==> config.mk <==
export PLATFORM = sky130hd
export DESIGN_NAME = fpec_control
export DESIGN_NICKNAME = d
export VERILOG_FILES = /design/src/logic/fpec_pkg.sv /design/src/logic/fpec_timer.sv /design/src/logic/fpec_protect.sv /design/src/logic/fpec_control.sv
export SDC_FILE = /design/constraint.sdc
export NUM_CORES = 1
export LEC_CHECK = 0
export BUFFER_PORTS_ARGS = -buffer_cell sky130_fd_sc_hd__buf_2
export CAP_MARGIN = 20
export CORE_MARGIN = 2
export CORE_UTILIZATION = 31
export DETAILED_ROUTE_END_ITERATION = 8
export PLACE_DENSITY = 0.65
export SLEW_MARGIN = 15
export SYNTH_ARGS = -nofsm -noshare
export SYNTH_HDL_FRONTEND = slang
export SYNTH_SLANG_ARGS = --single-unit
==> constraint.sdc <==
create_clock -name clk_in -period 4.3 [get_ports clk_in]
set_input_delay 0.645 -clock clk_in [delete_from_list [all_inputs] [get_ports clk_in]]
set_output_delay 0.645 -clock clk_in [all_outputs]
set_load 0.03 [all_outputs]
==> src/logic/fpec_pkg.sv <==
package fpec_pkg;

   // ------------------------------------------------------------
   // register map (byte addresses)
   // ------------------------------------------------------------
   localparam logic [3:0] CTRL_OFS  = 4'h0;
   localparam logic [3:0] PROT_OFS  = 4'h4;
   localparam logic [3:0] ARRAY_OFS = 4'h8;
   localparam logic [3:0] STAT_OFS  = 4'hc;

   // control field positions and reset value
   localparam int         PGM_BIT    = 0;
   localparam int         ERASE_BIT  = 1;
   localparam int         MASS_BIT   = 2;
   localparam int         HV_BIT     = 3;
   localparam logic [3:0] CTRL_RESET = 4'h0;

   // array write word fields
   localparam int ADDR_LSB = 0;
   localparam int DATA_LSB = 16;

   // status field positions
   localparam int ST_CHECKED = 0;
   localparam int ST_LATCHED = 1;
   localparam int ST_SETUP   = 2;
   localparam int ST_REFUSED = 3;
   localparam int ST_READY   = 4;
   localparam int ST_BLOCKED = 5;

   // ------------------------------------------------------------
   // array geometry and protection
   // ------------------------------------------------------------
   localparam logic [7:0]  ALL_ONES    = 8'hff;
   localparam logic [1:0]  PROT_TOP    = 2'h3;
   localparam logic [5:0]  PROT_LOW    = 6'h00;
   localparam logic [15:0] USER_LO     = 16'hee00;
   localparam logic [15:0] USER_HI     = 16'hfdff;
   localparam logic [15:0] VEC_LO      = 16'hffd0;
   localparam logic [15:0] VEC_HI      = 16'hffff;
   localparam logic [15:0] PROT_ADDR   = 16'hffbe;
   localparam int          ROW_LSB     = 5;
   localparam int          PAGE_LSB    = 6;

   // ------------------------------------------------------------
   // timing
   // ------------------------------------------------------------
   localparam int CLK_PERIOD_NS   = 100;
   localparam int SETUP_DELAY_NS  = 10000;
   localparam int READ_RECOVER_NS = 1000;
   localparam int SETUP_CYCLES    = (SETUP_DELAY_NS + CLK_PERIOD_NS - 1) / CLK_PERIOD_NS;
   localparam int RECOVER_CYCLES  = (READ_RECOVER_NS + CLK_PERIOD_NS - 1) / CLK_PERIOD_NS;

   typedef enum logic [2:0] {
      FPEC_IDLE,
      FPEC_SELECTED,
      FPEC_CHECKED,
      FPEC_LATCHED,
      FPEC_HIGH_V
   } fpec_step_type;

endpackage : fpec_pkg

==> src/logic/fpec_timer.sv <==
`timescale 1ns/10ps
module fpec_timer #(
   parameter int WIDTH = 8
) (
   input  wire logic             clk_in,
   input  wire logic             reset_n_in,
   input  wire logic             load_in,
   input  wire logic [WIDTH-1:0] count_in,
   output logic                  done_out
);

   logic [WIDTH-1:0] cnt_q;
   logic [WIDTH-1:0] cnt_d;

   assign cnt_d    = load_in ? count_in : ((cnt_q != '0) ? cnt_q - 1'b1 : cnt_q);
   assign done_out = (cnt_q == '0);

   always_ff @(posedge clk_in or negedge reset_n_in) begin
      if (!reset_n_in) begin
         cnt_q <= '0;
      end else begin
         cnt_q <= cnt_d;
      end
   end

endmodule : fpec_timer

==> src/logic/fpec_protect.sv <==
`timescale 1ns/10ps
module fpec_protect (
   input  wire logic [7:0]  protect_start_byte_in,
   input  wire logic [15:0] target_addr_in,
   input  wire logic        whole_erase_in,
   output logic [15:0]      start_addr_out,
   output logic             blocked_out
);

   logic open_all;

   // start address built from the protect byte
   assign start_addr_out = {fpec_pkg::PROT_TOP, protect_start_byte_in, fpec_pkg::PROT_LOW};
   // all ones opens everything; all zeros gives a start below the array
   assign open_all       = (protect_start_byte_in == fpec_pkg::ALL_ONES);
   // the protect byte itself sits inside any protected range
   assign blocked_out    = !open_all && (whole_erase_in || (target_addr_in >= start_addr_out));

endmodule : fpec_protect

==> src/logic/fpec_control.sv <==
// Chosen here: the Avalon-MM register port and the placing of the registers.
`timescale 1ns/10ps
module fpec_control #(
   parameter int TIMER_WIDTH = 8
) (
   input  wire logic        clk_in,
   input  wire logic        reset_n_in,
   input  wire logic [3:0]  avs_address_in,
   input  wire logic        avs_read_in,
   input  wire logic        avs_write_in,
   input  wire logic [31:0] avs_writedata_in,
   input  wire logic [3:0]  avs_byteenable_in,
   output logic      [31:0] avs_readdata_out,
   output logic             avs_waitrequest_out,
   input  wire logic [7:0]  protect_start_byte_in,
   output logic             pump_on_out,
   output logic             hv_array_out,
   output logic             program_mode_out,
   output logic             erase_mode_out,
   output logic             mass_mode_out,
   output logic [15:0]      erase_base_out,
   output logic             array_wr_out,
   output logic [15:0]      array_addr_out,
   output logic [7:0]       array_data_out,
   output logic             read_ready_out
);

   // ------------------------------------------------------------
   // elaboration check
   // ------------------------------------------------------------
   if ((TIMER_WIDTH < $clog2(fpec_pkg::SETUP_CYCLES + 1)) || (TIMER_WIDTH > 16)) begin : g_bad_width
      $error("timer width cannot hold the setup count");
   end

   localparam logic [TIMER_WIDTH-1:0] SETUP_LOAD   = TIMER_WIDTH'(fpec_pkg::SETUP_CYCLES);
   localparam logic [TIMER_WIDTH-1:0] RECOVER_LOAD = TIMER_WIDTH'(fpec_pkg::RECOVER_CYCLES);

   // ------------------------------------------------------------
   // state
   // ------------------------------------------------------------
   fpec_pkg::fpec_step_type step_q;
   fpec_pkg::fpec_step_type step_d;
   logic        wait_q;
   logic [31:0] rdata_q;
   logic        pgm_q;
   logic        erase_q;
   logic        mass_q;
   logic        hv_q;
   logic        refused_q;
   logic [15:0] lat_addr_q;
   logic [7:0]  lat_data_q;
   logic        wr_pulse_q;
   logic        ready_q;

   // ------------------------------------------------------------
   // bus decode
   // ------------------------------------------------------------
   wire        req       = avs_read_in || avs_write_in;
   wire        take      = req && !wait_q;
   wire        sel_ctrl  = (avs_address_in == fpec_pkg::CTRL_OFS);
   wire        sel_prot  = (avs_address_in == fpec_pkg::PROT_OFS);
   wire        sel_array = (avs_address_in == fpec_pkg::ARRAY_OFS);
   wire        sel_stat  = (avs_address_in == fpec_pkg::STAT_OFS);
   wire        wr_ctrl   = take && avs_write_in && sel_ctrl && avs_byteenable_in[0];
   wire        rd_prot   = take && avs_read_in && sel_prot;
   wire        wr_stat   = take && avs_write_in && sel_stat && avs_byteenable_in[0];
   wire        wr_array  = take && avs_write_in && sel_array && (&avs_byteenable_in[2:0]);
   wire [15:0] wr_addr   = avs_writedata_in[fpec_pkg::ADDR_LSB +: 16];
   wire [7:0]  wr_data   = avs_writedata_in[fpec_pkg::DATA_LSB +: 8];

   // only real array cells take part in a sequence
   wire in_user  = (wr_addr >= fpec_pkg::USER_LO) && (wr_addr <= fpec_pkg::USER_HI);
   wire in_vec   = (wr_addr >= fpec_pkg::VEC_LO) && (wr_addr <= fpec_pkg::VEC_HI);
   wire is_prot  = (wr_addr == fpec_pkg::PROT_ADDR);
   wire addr_ok  = in_user || in_vec || is_prot;

   // ------------------------------------------------------------
   // control register write
   // ------------------------------------------------------------
   wire want_p   = avs_writedata_in[fpec_pkg::PGM_BIT];
   wire want_e   = avs_writedata_in[fpec_pkg::ERASE_BIT];
   wire want_m   = avs_writedata_in[fpec_pkg::MASS_BIT];
   wire want_hv  = avs_writedata_in[fpec_pkg::HV_BIT];
   // a write asking for both selects keeps the old ones untouched
   wire conflict = want_p && want_e;
   wire pgm_n    = conflict ? pgm_q : want_p;
   wire erase_n  = conflict ? erase_q : want_e;
   wire sel_n    = pgm_n || erase_n;

   // protection against the latched target of the pending operation
   logic [15:0] start_addr;
   logic        blocked;

   fpec_protect u_protect (
      .protect_start_byte_in (protect_start_byte_in),
      .target_addr_in        (lat_addr_q),
      .whole_erase_in        (erase_n && want_m),
      .start_addr_out        (start_addr),
      .blocked_out           (blocked)
   );

   logic setup_done;
   logic recover_done;

   // high voltage only after the full preparation and outside protection
   wire latched_ok = (step_q == fpec_pkg::FPEC_LATCHED) && setup_done && sel_n;
   wire hv_ok      = hv_q || (latched_ok && !blocked);
   wire hv_n       = want_hv && hv_ok;
   wire refuse_evt = wr_ctrl && ((want_hv && !hv_ok) || conflict);
   wire hv_falls   = wr_ctrl && hv_q && !hv_n;
   wire any_sel    = pgm_q || erase_q;

   // ------------------------------------------------------------
   // array write handling
   // ------------------------------------------------------------
   // first write after the protect read fixes the target
   wire first_wr   = wr_array && addr_ok && (step_q == fpec_pkg::FPEC_CHECKED);
   // later bytes must stay in the latched row, one row per cycle
   wire same_row   = (wr_addr[15:fpec_pkg::ROW_LSB] == lat_addr_q[15:fpec_pkg::ROW_LSB]);
   wire prog_wr    = wr_array && addr_ok && same_row && pgm_q && hv_q
                     && (step_q == fpec_pkg::FPEC_HIGH_V);
   wire fwd_wr     = first_wr || prog_wr;

   fpec_timer #(
      .WIDTH (TIMER_WIDTH)
   ) u_setup_timer (
      .clk_in     (clk_in),
      .reset_n_in (reset_n_in),
      .load_in    (first_wr),
      .count_in   (SETUP_LOAD),
      .done_out   (setup_done)
   );

   // recovery restarts whenever high voltage is dropped
   fpec_timer #(
      .WIDTH (TIMER_WIDTH)
   ) u_recover_timer (
      .clk_in     (clk_in),
      .reset_n_in (reset_n_in),
      .load_in    (hv_falls),
      .count_in   (RECOVER_LOAD),
      .done_out   (recover_done)
   );

   // ------------------------------------------------------------
   // sequence tracking
   // ------------------------------------------------------------
   always_comb begin
      step_d = step_q;
      if (!any_sel && !hv_q) begin
         step_d = fpec_pkg::FPEC_IDLE;
      end else begin
         unique case (step_q)
            fpec_pkg::FPEC_IDLE: begin
               step_d = fpec_pkg::FPEC_SELECTED;
            end
            fpec_pkg::FPEC_SELECTED: begin
               if (rd_prot) begin
                  step_d = fpec_pkg::FPEC_CHECKED;
               end
            end
            fpec_pkg::FPEC_CHECKED: begin
               if (first_wr) begin
                  step_d = fpec_pkg::FPEC_LATCHED;
               end
            end
            fpec_pkg::FPEC_LATCHED: begin
               if (hv_q) begin
                  step_d = fpec_pkg::FPEC_HIGH_V;
               end
            end
            fpec_pkg::FPEC_HIGH_V: begin
               if (!hv_q) begin
                  step_d = fpec_pkg::FPEC_IDLE;
               end
            end
            default: begin
               step_d = fpec_pkg::FPEC_IDLE;
            end
         endcase
      end
   end

   // ------------------------------------------------------------
   // read mux
   // ------------------------------------------------------------
   wire [31:0] ctrl_word = {28'h0000000, hv_q, mass_q, erase_q, pgm_q};
   wire [31:0] prot_word = {24'h000000, protect_start_byte_in};
   wire [31:0] arr_word  = {8'h00, lat_data_q, lat_addr_q};
   wire [31:0] stat_word = {26'h0, blocked, ready_q, refused_q,
                            setup_done && (step_q == fpec_pkg::FPEC_LATCHED),
                            (step_q == fpec_pkg::FPEC_LATCHED) || (step_q == fpec_pkg::FPEC_HIGH_V),
                            (step_q != fpec_pkg::FPEC_IDLE) && (step_q != fpec_pkg::FPEC_SELECTED)};
   // unmapped addresses read as zero and ignore writes
   wire [31:0] rd_mux    = sel_ctrl  ? ctrl_word :
                           sel_prot  ? prot_word :
                           sel_array ? arr_word  :
                           sel_stat  ? stat_word : 32'h00000000;

   // set wins over a write-one clear in the same cycle
   wire clr_refused = wr_stat && avs_writedata_in[fpec_pkg::ST_REFUSED];
   wire refused_d   = refuse_evt || (refused_q && !clr_refused);

   // ------------------------------------------------------------
   // registers
   // ------------------------------------------------------------
   // one wait cycle per access; read data is loaded before the accept edge
   always_ff @(posedge clk_in or negedge reset_n_in) begin
      if (!reset_n_in) begin
         wait_q  <= 1'b1;
         rdata_q <= 32'h00000000;
      end else begin
         wait_q  <= !(req && wait_q);
         if (avs_read_in && wait_q) begin
            rdata_q <= rd_mux;
         end
      end
   end

   always_ff @(posedge clk_in or negedge reset_n_in) begin
      if (!reset_n_in) begin
         pgm_q   <= fpec_pkg::CTRL_RESET[fpec_pkg::PGM_BIT];
         erase_q <= fpec_pkg::CTRL_RESET[fpec_pkg::ERASE_BIT];
         mass_q  <= fpec_pkg::CTRL_RESET[fpec_pkg::MASS_BIT];
         hv_q    <= fpec_pkg::CTRL_RESET[fpec_pkg::HV_BIT];
      end else if (wr_ctrl) begin
         pgm_q   <= pgm_n;
         erase_q <= erase_n;
         mass_q  <= want_m;
         hv_q    <= hv_n;
      end
   end

   always_ff @(posedge clk_in or negedge reset_n_in) begin
      if (!reset_n_in) begin
         step_q     <= fpec_pkg::FPEC_IDLE;
         refused_q  <= 1'b0;
         lat_addr_q <= 16'h0000;
         lat_data_q <= 8'h00;
         wr_pulse_q <= 1'b0;
         ready_q    <= 1'b1;
      end else begin
         step_q     <= step_d;
         refused_q  <= refused_d;
         wr_pulse_q <= fwd_wr;
         ready_q    <= recover_done && !hv_q && !hv_falls;
         if (fwd_wr) begin
            lat_addr_q <= wr_addr;
            lat_data_q <= wr_data;
         end
      end
   end

   // ------------------------------------------------------------
   // outputs
   // ------------------------------------------------------------
   assign avs_readdata_out    = rdata_q;
   assign avs_waitrequest_out = wait_q;
   assign pump_on_out         = hv_q;
   assign hv_array_out        = hv_q;
   assign program_mode_out    = pgm_q;
   assign erase_mode_out      = erase_q;
   assign mass_mode_out       = mass_q;
   // the vector area lies wholly inside one aligned page
   assign erase_base_out      = {lat_addr_q[15:fpec_pkg::PAGE_LSB], 6'h00};
   assign array_wr_out        = wr_pulse_q;
   assign array_addr_out      = lat_addr_q;
   assign array_data_out      = lat_data_q;
   assign read_ready_out      = ready_q;

endmodule : fpec_control

; Yosys cells after proc, flatten, opt, wreduce, memory -nomap -nowiden
; Index checks and enable logic that the tools add are counted.
; W data, S select, Z words.
[classes]
addsub = 2
mul = 0
div = 0
n_lt_le_gt_ge = 5
eq_ne = 15
shift = 0
muxes = 16
bitwise = 0
reduce_logical = 69
[op_table]
columns = cell, count
row1 = $mux W24, 3
row2 = $logic_and A1 B1 Y1, 37
row3 = $ge A16 B16 Y1 const B, 2
row4 = $le A16 B16 Y1 const B, 2
row5 = $mux W8, 4
row6 = $eq A16 B16 Y1 const B, 1
row7 = $ge A16 B16 Y1, 1
row8 = $logic_not A8 Y1, 2
row9 = $reduce_bool A8 Y1, 2
row10 = $sub A8 B1 Y8 const B, 2
row11 = $mux W3, 5
row12 = $pmux W3 S5, 1
row13 = $eq A11 B11 Y1, 1
row14 = $logic_or A1 B1 Y1, 11
row15 = $logic_not A1 Y1, 10
row16 = $ne A3 B2 Y1 const B, 3
row17 = $eq A4 B4 Y1 const B, 2
row18 = $eq A8 B8 Y1 const B, 1
row19 = $eq A3 B2 Y1 const B, 2
row20 = $mux W6, 1
row21 = $eq A4 B3 Y1 const B, 1
row22 = $logic_not A4 Y1, 1
row23 = $reduce_and A4 Y1, 1
row24 = $reduce_bool A2 Y1, 2
row25 = 8 further kinds, 9
[totals]
register_bits = 83
latchBits = 0
mem_bits_rw = 0
mem_bits_ro = 0
output_inout_bits = 80
word_cells = 121
n_memories = 0

; Logic depth before layout (Yosys ltp)
[logic_depth]
word_depth = 13
mapped_depth = 8
ltp_nobuf = 7

; Hierarchy
; From an unflattened synthesis, not the netlist that was laid out.
[unflattened]
hier_cells = 404
hier_area_um2 = 4225.3
[modules_own_cells]
columns = mod, instances, cells_per_inst, area_each_um2
row1 = fpec_control, 1, 240, 2865.2
row2 = fpec_timer, 2, 55, 486.7
row3 = fpec_protect, 1, 54, 386.6

; Worst setup path after synthesis
; Ideal clock, no wire load.
[synth_path]
path_type = register to register
start = register u_setup_timer.cnt_q[0]
end = register refused_q
setup_ns = 0.120
arrival_ns = 2.552
t_required_ns = 4.180
slack_ns = 1.628
path_stages_with_launch = 9
n_path_buf = 1
synth_period_minus_slack_ns = 2.672
cell_sequence = dfrtp_1 -> inv_1 -> ha_1 -> or3b_1 -> or3b_1 -> buf_2 -> or4_1 -> or3_1 -> a41o_1
[synth_between]
elab_chain_len = 10
[synth_lines]
columns = element, line
row1 = "start, declared", fpec_timer.sv:12  ; logic [WIDTH-1:0] cnt_q;
row2 = "start signal, assigned", fpec_timer.sv:22  ; cnt_q <= cnt_d;
row3 = $logic_not A8 Y1, fpec_timer.sv:16  ; assign done_out = (cnt_q == '0);
row4 = $logic_and A1 B1 Y1 (2 in series), fpec_control.sv:106  ; wire latched_ok = (step_q == fpec_pkg::FPEC_LATCHED) && setup_done && sel_n;
row5 = $logic_and A1 B1 Y1, fpec_control.sv:107  ; wire hv_ok = hv_q || (latched_ok && !blocked);
row6 = $logic_or A1 B1 Y1, fpec_control.sv:107
row7 = $logic_not A1 Y1, fpec_control.sv:109  ; wire refuse_evt = wr_ctrl && ((want_hv && !hv_ok) || conflict);
row8 = $logic_and A1 B1 Y1, fpec_control.sv:109
row9 = $logic_or A1 B1 Y1, fpec_control.sv:109
row10 = $logic_and A1 B1 Y1, fpec_control.sv:109
row11 = $logic_or A1 B1 Y1, fpec_control.sv:202  ; wire refused_d = refuse_evt || (refused_q && !clr_refused);
row12 = named net refused_d, fpec_control.sv:202
row13 = "end signal, assigned", fpec_control.sv:244  ; refused_q <= refused_d;
row14 = "end, declared", fpec_control.sv:49  ; logic refused_q;
; The timed path passes the listed nets, and every way through them passes these cells.
; A chain may end at the register's enable or synchronous reset.

; Worst setup path in the final report
; Ends and elaborated chain as after synthesis.

==> impl_metrics.json <==
{
  "outcome": "complete, no violations",
  "worst-path-buf-inv": 1,
  "mappedNetlistArea_um2": 3999,
  "p_sw_uw": 512.0,
  "antenna_left": 0,
  "max_slew_margin": 0.3572,
  "grt_max_degree": 76,
  "nNetsFinal": 563,
  "tightest_slew_ns": 0.9641,
  "ys.flop_type": "dfrtp_1",
  "drive_above_1_share": 0.3162,
  "reg2reg_depth": 7,
  "routedWlPerCell_um": 15.63,
  "cp_max_fo": 7,
  "dp_hpwl_mm": 8.039,
  "netSwitchingFraction": 0.2500,
  "cts_tree": "built",
  "n_antenna_cell": 0,
  "coreArea_um2": 12620,
  "cts-htree-levels": 3,
  "ys_seq_elements": 75,
  "die_h_um": 117.6,
  "pre_cts_ws_ns": 1.406,
  "vdd.ir_drop.worst_mv": 0.1336,
  "p_seq_frac": 0.408,
  "r2r_start": "u_setup_timer.cnt_q[0]",
  "cts-root-buf": "clkbuf_16",
  "first_iter_violations": 175,
  "die-area_um2": 13820,
  "clock-sinks": 75,
  "antenna_found_initial": 1,
  "async_flop_share": 1.000,
  "rows": 41,
  "postSynthAreaPerCell_um2": 9.923,
  "timing.final.max_slew_violations": 0,
  "p_per_area_nw_per_um2": 411.6,
  "startpoint": "u_setup_timer.cnt_q[0]",
  "clk-insertion-delay-late_ns": 0.33,
  "cp.depth": 7,
  "fin_crit_sh": 0.6763,
  "ys_types": 55,
  "synthCells": 403,
  "synth-warning-count": 0,
  "setup-tns-final_ns": 0,
  "crit_type": "flip-flop to flip-flop",
  "vias": 3320,
  "cts_setup_buffers": 0,
  "worst_slack_ns": 1.392,
  "r2r_setup_slack_ns": 1.39,
  "regToRegEndpoint": "refused_q",
  "rsz0062_at_grt": "false",
  "p_total_uw": 2048,
  "drt_drc_violations_left": 0,
  "p_int_uw": 1536,
  "io_pins": 132,
  "syn_to_final_growth_pct": 24.41,
  "arrival_ns": 3.12,
  "grt_pass1_wl_mm": 17.56,
  "pwr-share-comb": 0.133,
  "worstPathRequired_ns": 4.51,
  "p_clk_frac": 0.460,
  "critPathTopFamily": "simple AND/OR/NAND/NOR gates",
  "setup_viol": 0,
  "port_buffers": 108,
  "critical-path-slowest-cell": "or4_1",
  "wl_mm": 10.60,
  "hold_buffers": 0,
  "drt_pass1_iterations": 4,
  "cts-resized-gates": 0,
  "overflow": 0,
  "min_period_ns": 2.908,
  "power_leakage_uw": 0.002483,
  "end_kind": "flip-flop",
  "synth_edf_count": 0,
  "initial_utilization": 0.3169,
  "vias_per_cell": 4.897,
  "grt_pass1_vias": 3322,
  "clock_path_buffers": 2,
  "gp_congestion": 0.8411,
  "crit_top_cell": "or3b_1",
  "max_freq_ghz": 0.3439,
  "clk_pin_slew_ns": 0.06,
  "grt_usage": 0.1586,
  "endpoint": "refused_q",
  "path_cells": "inv_1, ha_1, or3b_1, or3b_1, or4_1, or3_1, a41o_1",
  "maxCapViolCount": 0,
  "critPathMaxStageDelay_ns": 0.56,
  "cts_made_buffers": 9,
  "holdCritPathClass": "input port to asynchronous set/reset pin",
  "hold_viol_final": 0,
  "seq_area_frac_synth": 0.4700,
  "fp.dieW_um": 117.6,
  "crit_path_start_kind": "flip-flop",
  "fin_worst_skew_ns": 0.009069
}
-- cell type report --
type	instances	area [um2]
Sequential cell	75	1879
Inverter	15	56.30
Clock buffer	12	256.5
Tap cell	172	215.2
Timing Repair Buffer	111	565.5
Multi-Input combinational cell	289	1882
Fill cell	1285	7645
Clock inverter	4	120.1
-- sequential cells by signal (all words and copies together) (netlist names) --
name                   count
u_recover_timer.cnt_q      8
avs_waitrequest_out        1
array_data_out             8
avs_readdata_out          24
program_mode_out           1
mass_mode_out              1
hv_array_out               1
array_wr_out               1
u_setup_timer.cnt_q        8
step_q                     3
refused_q                  1
array_addr_out            16
read_ready_out             1
erase_mode_out             1
-- synth_stat cells, drive strengths merged (2+ instances only) --
cell / count / area (um2)
dfrtp: 73 / 1827
clkbuf: 9 / 33.78
a21oi: 11 / 55.05
mux4: 3 / 67.56
o22a: 3 / 26.28
dfstp: 2 / 52.55
buf: 28 / 200.2
a22o: 6 / 52.55
a211oi: 2 / 15.01
inv: 15 / 56.30
or3b: 2 / 17.52
mux2: 23 / 259.0
or2: 9 / 56.30
nand2: 52 / 195.2
mux2i: 3 / 30.03
nor2b: 10 / 62.56
nor3: 14 / 70.07
o2111ai: 3 / 26.28
nand2b: 4 / 25.02
o21ai: 28 / 140.1
xnor2: 4 / 35.03
xor2: 15 / 131.4
nand4: 8 / 50.05
nor4: 4 / 25.02
nor4b: 2 / 17.52
a22oi: 3 / 22.52
nand3b: 3 / 22.52
o21a: 2 / 15.01
nor2: 29 / 108.9
nand3: 2 / 10.01
ha: 10 / 125.1
nand4b: 2 / 17.52
-- power groups by stage --
| stage | clock, uW | combinational [uW] | sequential (uW) |
|---|---|---|---|
| 4_1_cts | 960 | 274 | 834 |
| 5_1_grt | 996 | 306 | 845 |
| 3_3_place_gp | 0 | 259 | 838 |
| 2_1_floorplan | 0 | 179 | 846 |
| 6_report | 942 | 271 | 835 |
| 3_5_place_dp | 0 | 274 | 845 |
-- worst min-delay path by stage --
| stage | startpoint | to | slack [ns] |
|---|---|---|---|
| after global placement | avs_readdata_out[10] | avs_readdata_out[10] | 0.46 |
| after floorplan | reset_n_in | array_addr_out[0] | 0.35 |
| final | reset_n_in | u_setup_timer.cnt_q[3] | 0.46 |
| after detailed placement | avs_readdata_out[10] | avs_readdata_out[10] | 0.47 |
| after CTS | avs_readdata_out[10] | avs_readdata_out[10] | 0.48 |
| after global routing | avs_readdata_out[22] | avs_readdata_out[22] | 0.51 |
-- per-stage QoR --
step                      utilization  instance area (um2)  hold slack, ns  instances
after floorplan                     -                 4048          0.3494        416
after global placement         0.3644                 4598          0.4568        662
after detailed placement       0.3644                 4598          0.4653        662
after CTS                      0.3942                 4975          0.4772        678
after global routing           0.3942                 4975          0.5093        678
final                          0.3942                 4975          0.4610        678
-- cell families after synthesis --
logic type	count (synthesis)	synth area share
other	1	0.0009378
adder cells (fa/ha/maj)	10	0.03129
multiplexers	29	0.08917
XOR/XNOR	19	0.04161
buffers and inverters	52	0.07259
AND/OR/NAND/NOR	148	0.1834
flip-flops	75	0.4700
AO/OA/AOI/OAI	69	0.1111
-- cell usage in the layout (no fill, tap or decap), types with 2 or more instances in the layout --
| cell | instances |
|---|---|
| a211oi_1 | 2 |
| a21oi_1 | 10 |
| a22o_1 | 6 |
| a22oi_1 | 3 |
| buf_2 | 107 |
| buf_4 | 4 |
| bufinv_16 | 4 |
| clkbuf_16 | 9 |
| clkbuf_8 | 2 |
| conb_1 | 14 |
| dfrtp_1 | 73 |
| dfstp_2 | 2 |
| ha_1 | 10 |
| inv_1 | 15 |
| mux2_1 | 6 |
| mux2_2 | 17 |
| mux2i_1 | 3 |
| mux4_2 | 3 |
| nand2_1 | 52 |
| nand2b_1 | 4 |
| nand3_1 | 2 |
| nand3b_1 | 3 |
| nand4_1 | 8 |
| nand4b_1 | 2 |
| nor2_1 | 29 |
| nor2b_1 | 10 |
| nor3_1 | 14 |
| nor4_1 | 4 |
| nor4b_1 | 2 |
| o2111ai_1 | 3 |
| o21a_1 | 2 |
| o21ai_0 | 27 |
| o22a_1 | 3 |
| or2_2 | 9 |
| or3b_1 | 2 |
| xnor2_1 | 4 |
| xor2_1 | 15 |
-- metal layers --
layer,vias to the layer above,share of wire,track usage
li1,1579,-,-
met1,1593,0.44,0.2063
met2,124,0.45,0.2522
met3,22,0.077,0.04603
met4,2,0.023,0.05572
met5,-,0.0012,0
No activity file was read; power rests on OpenSTA's default activity.
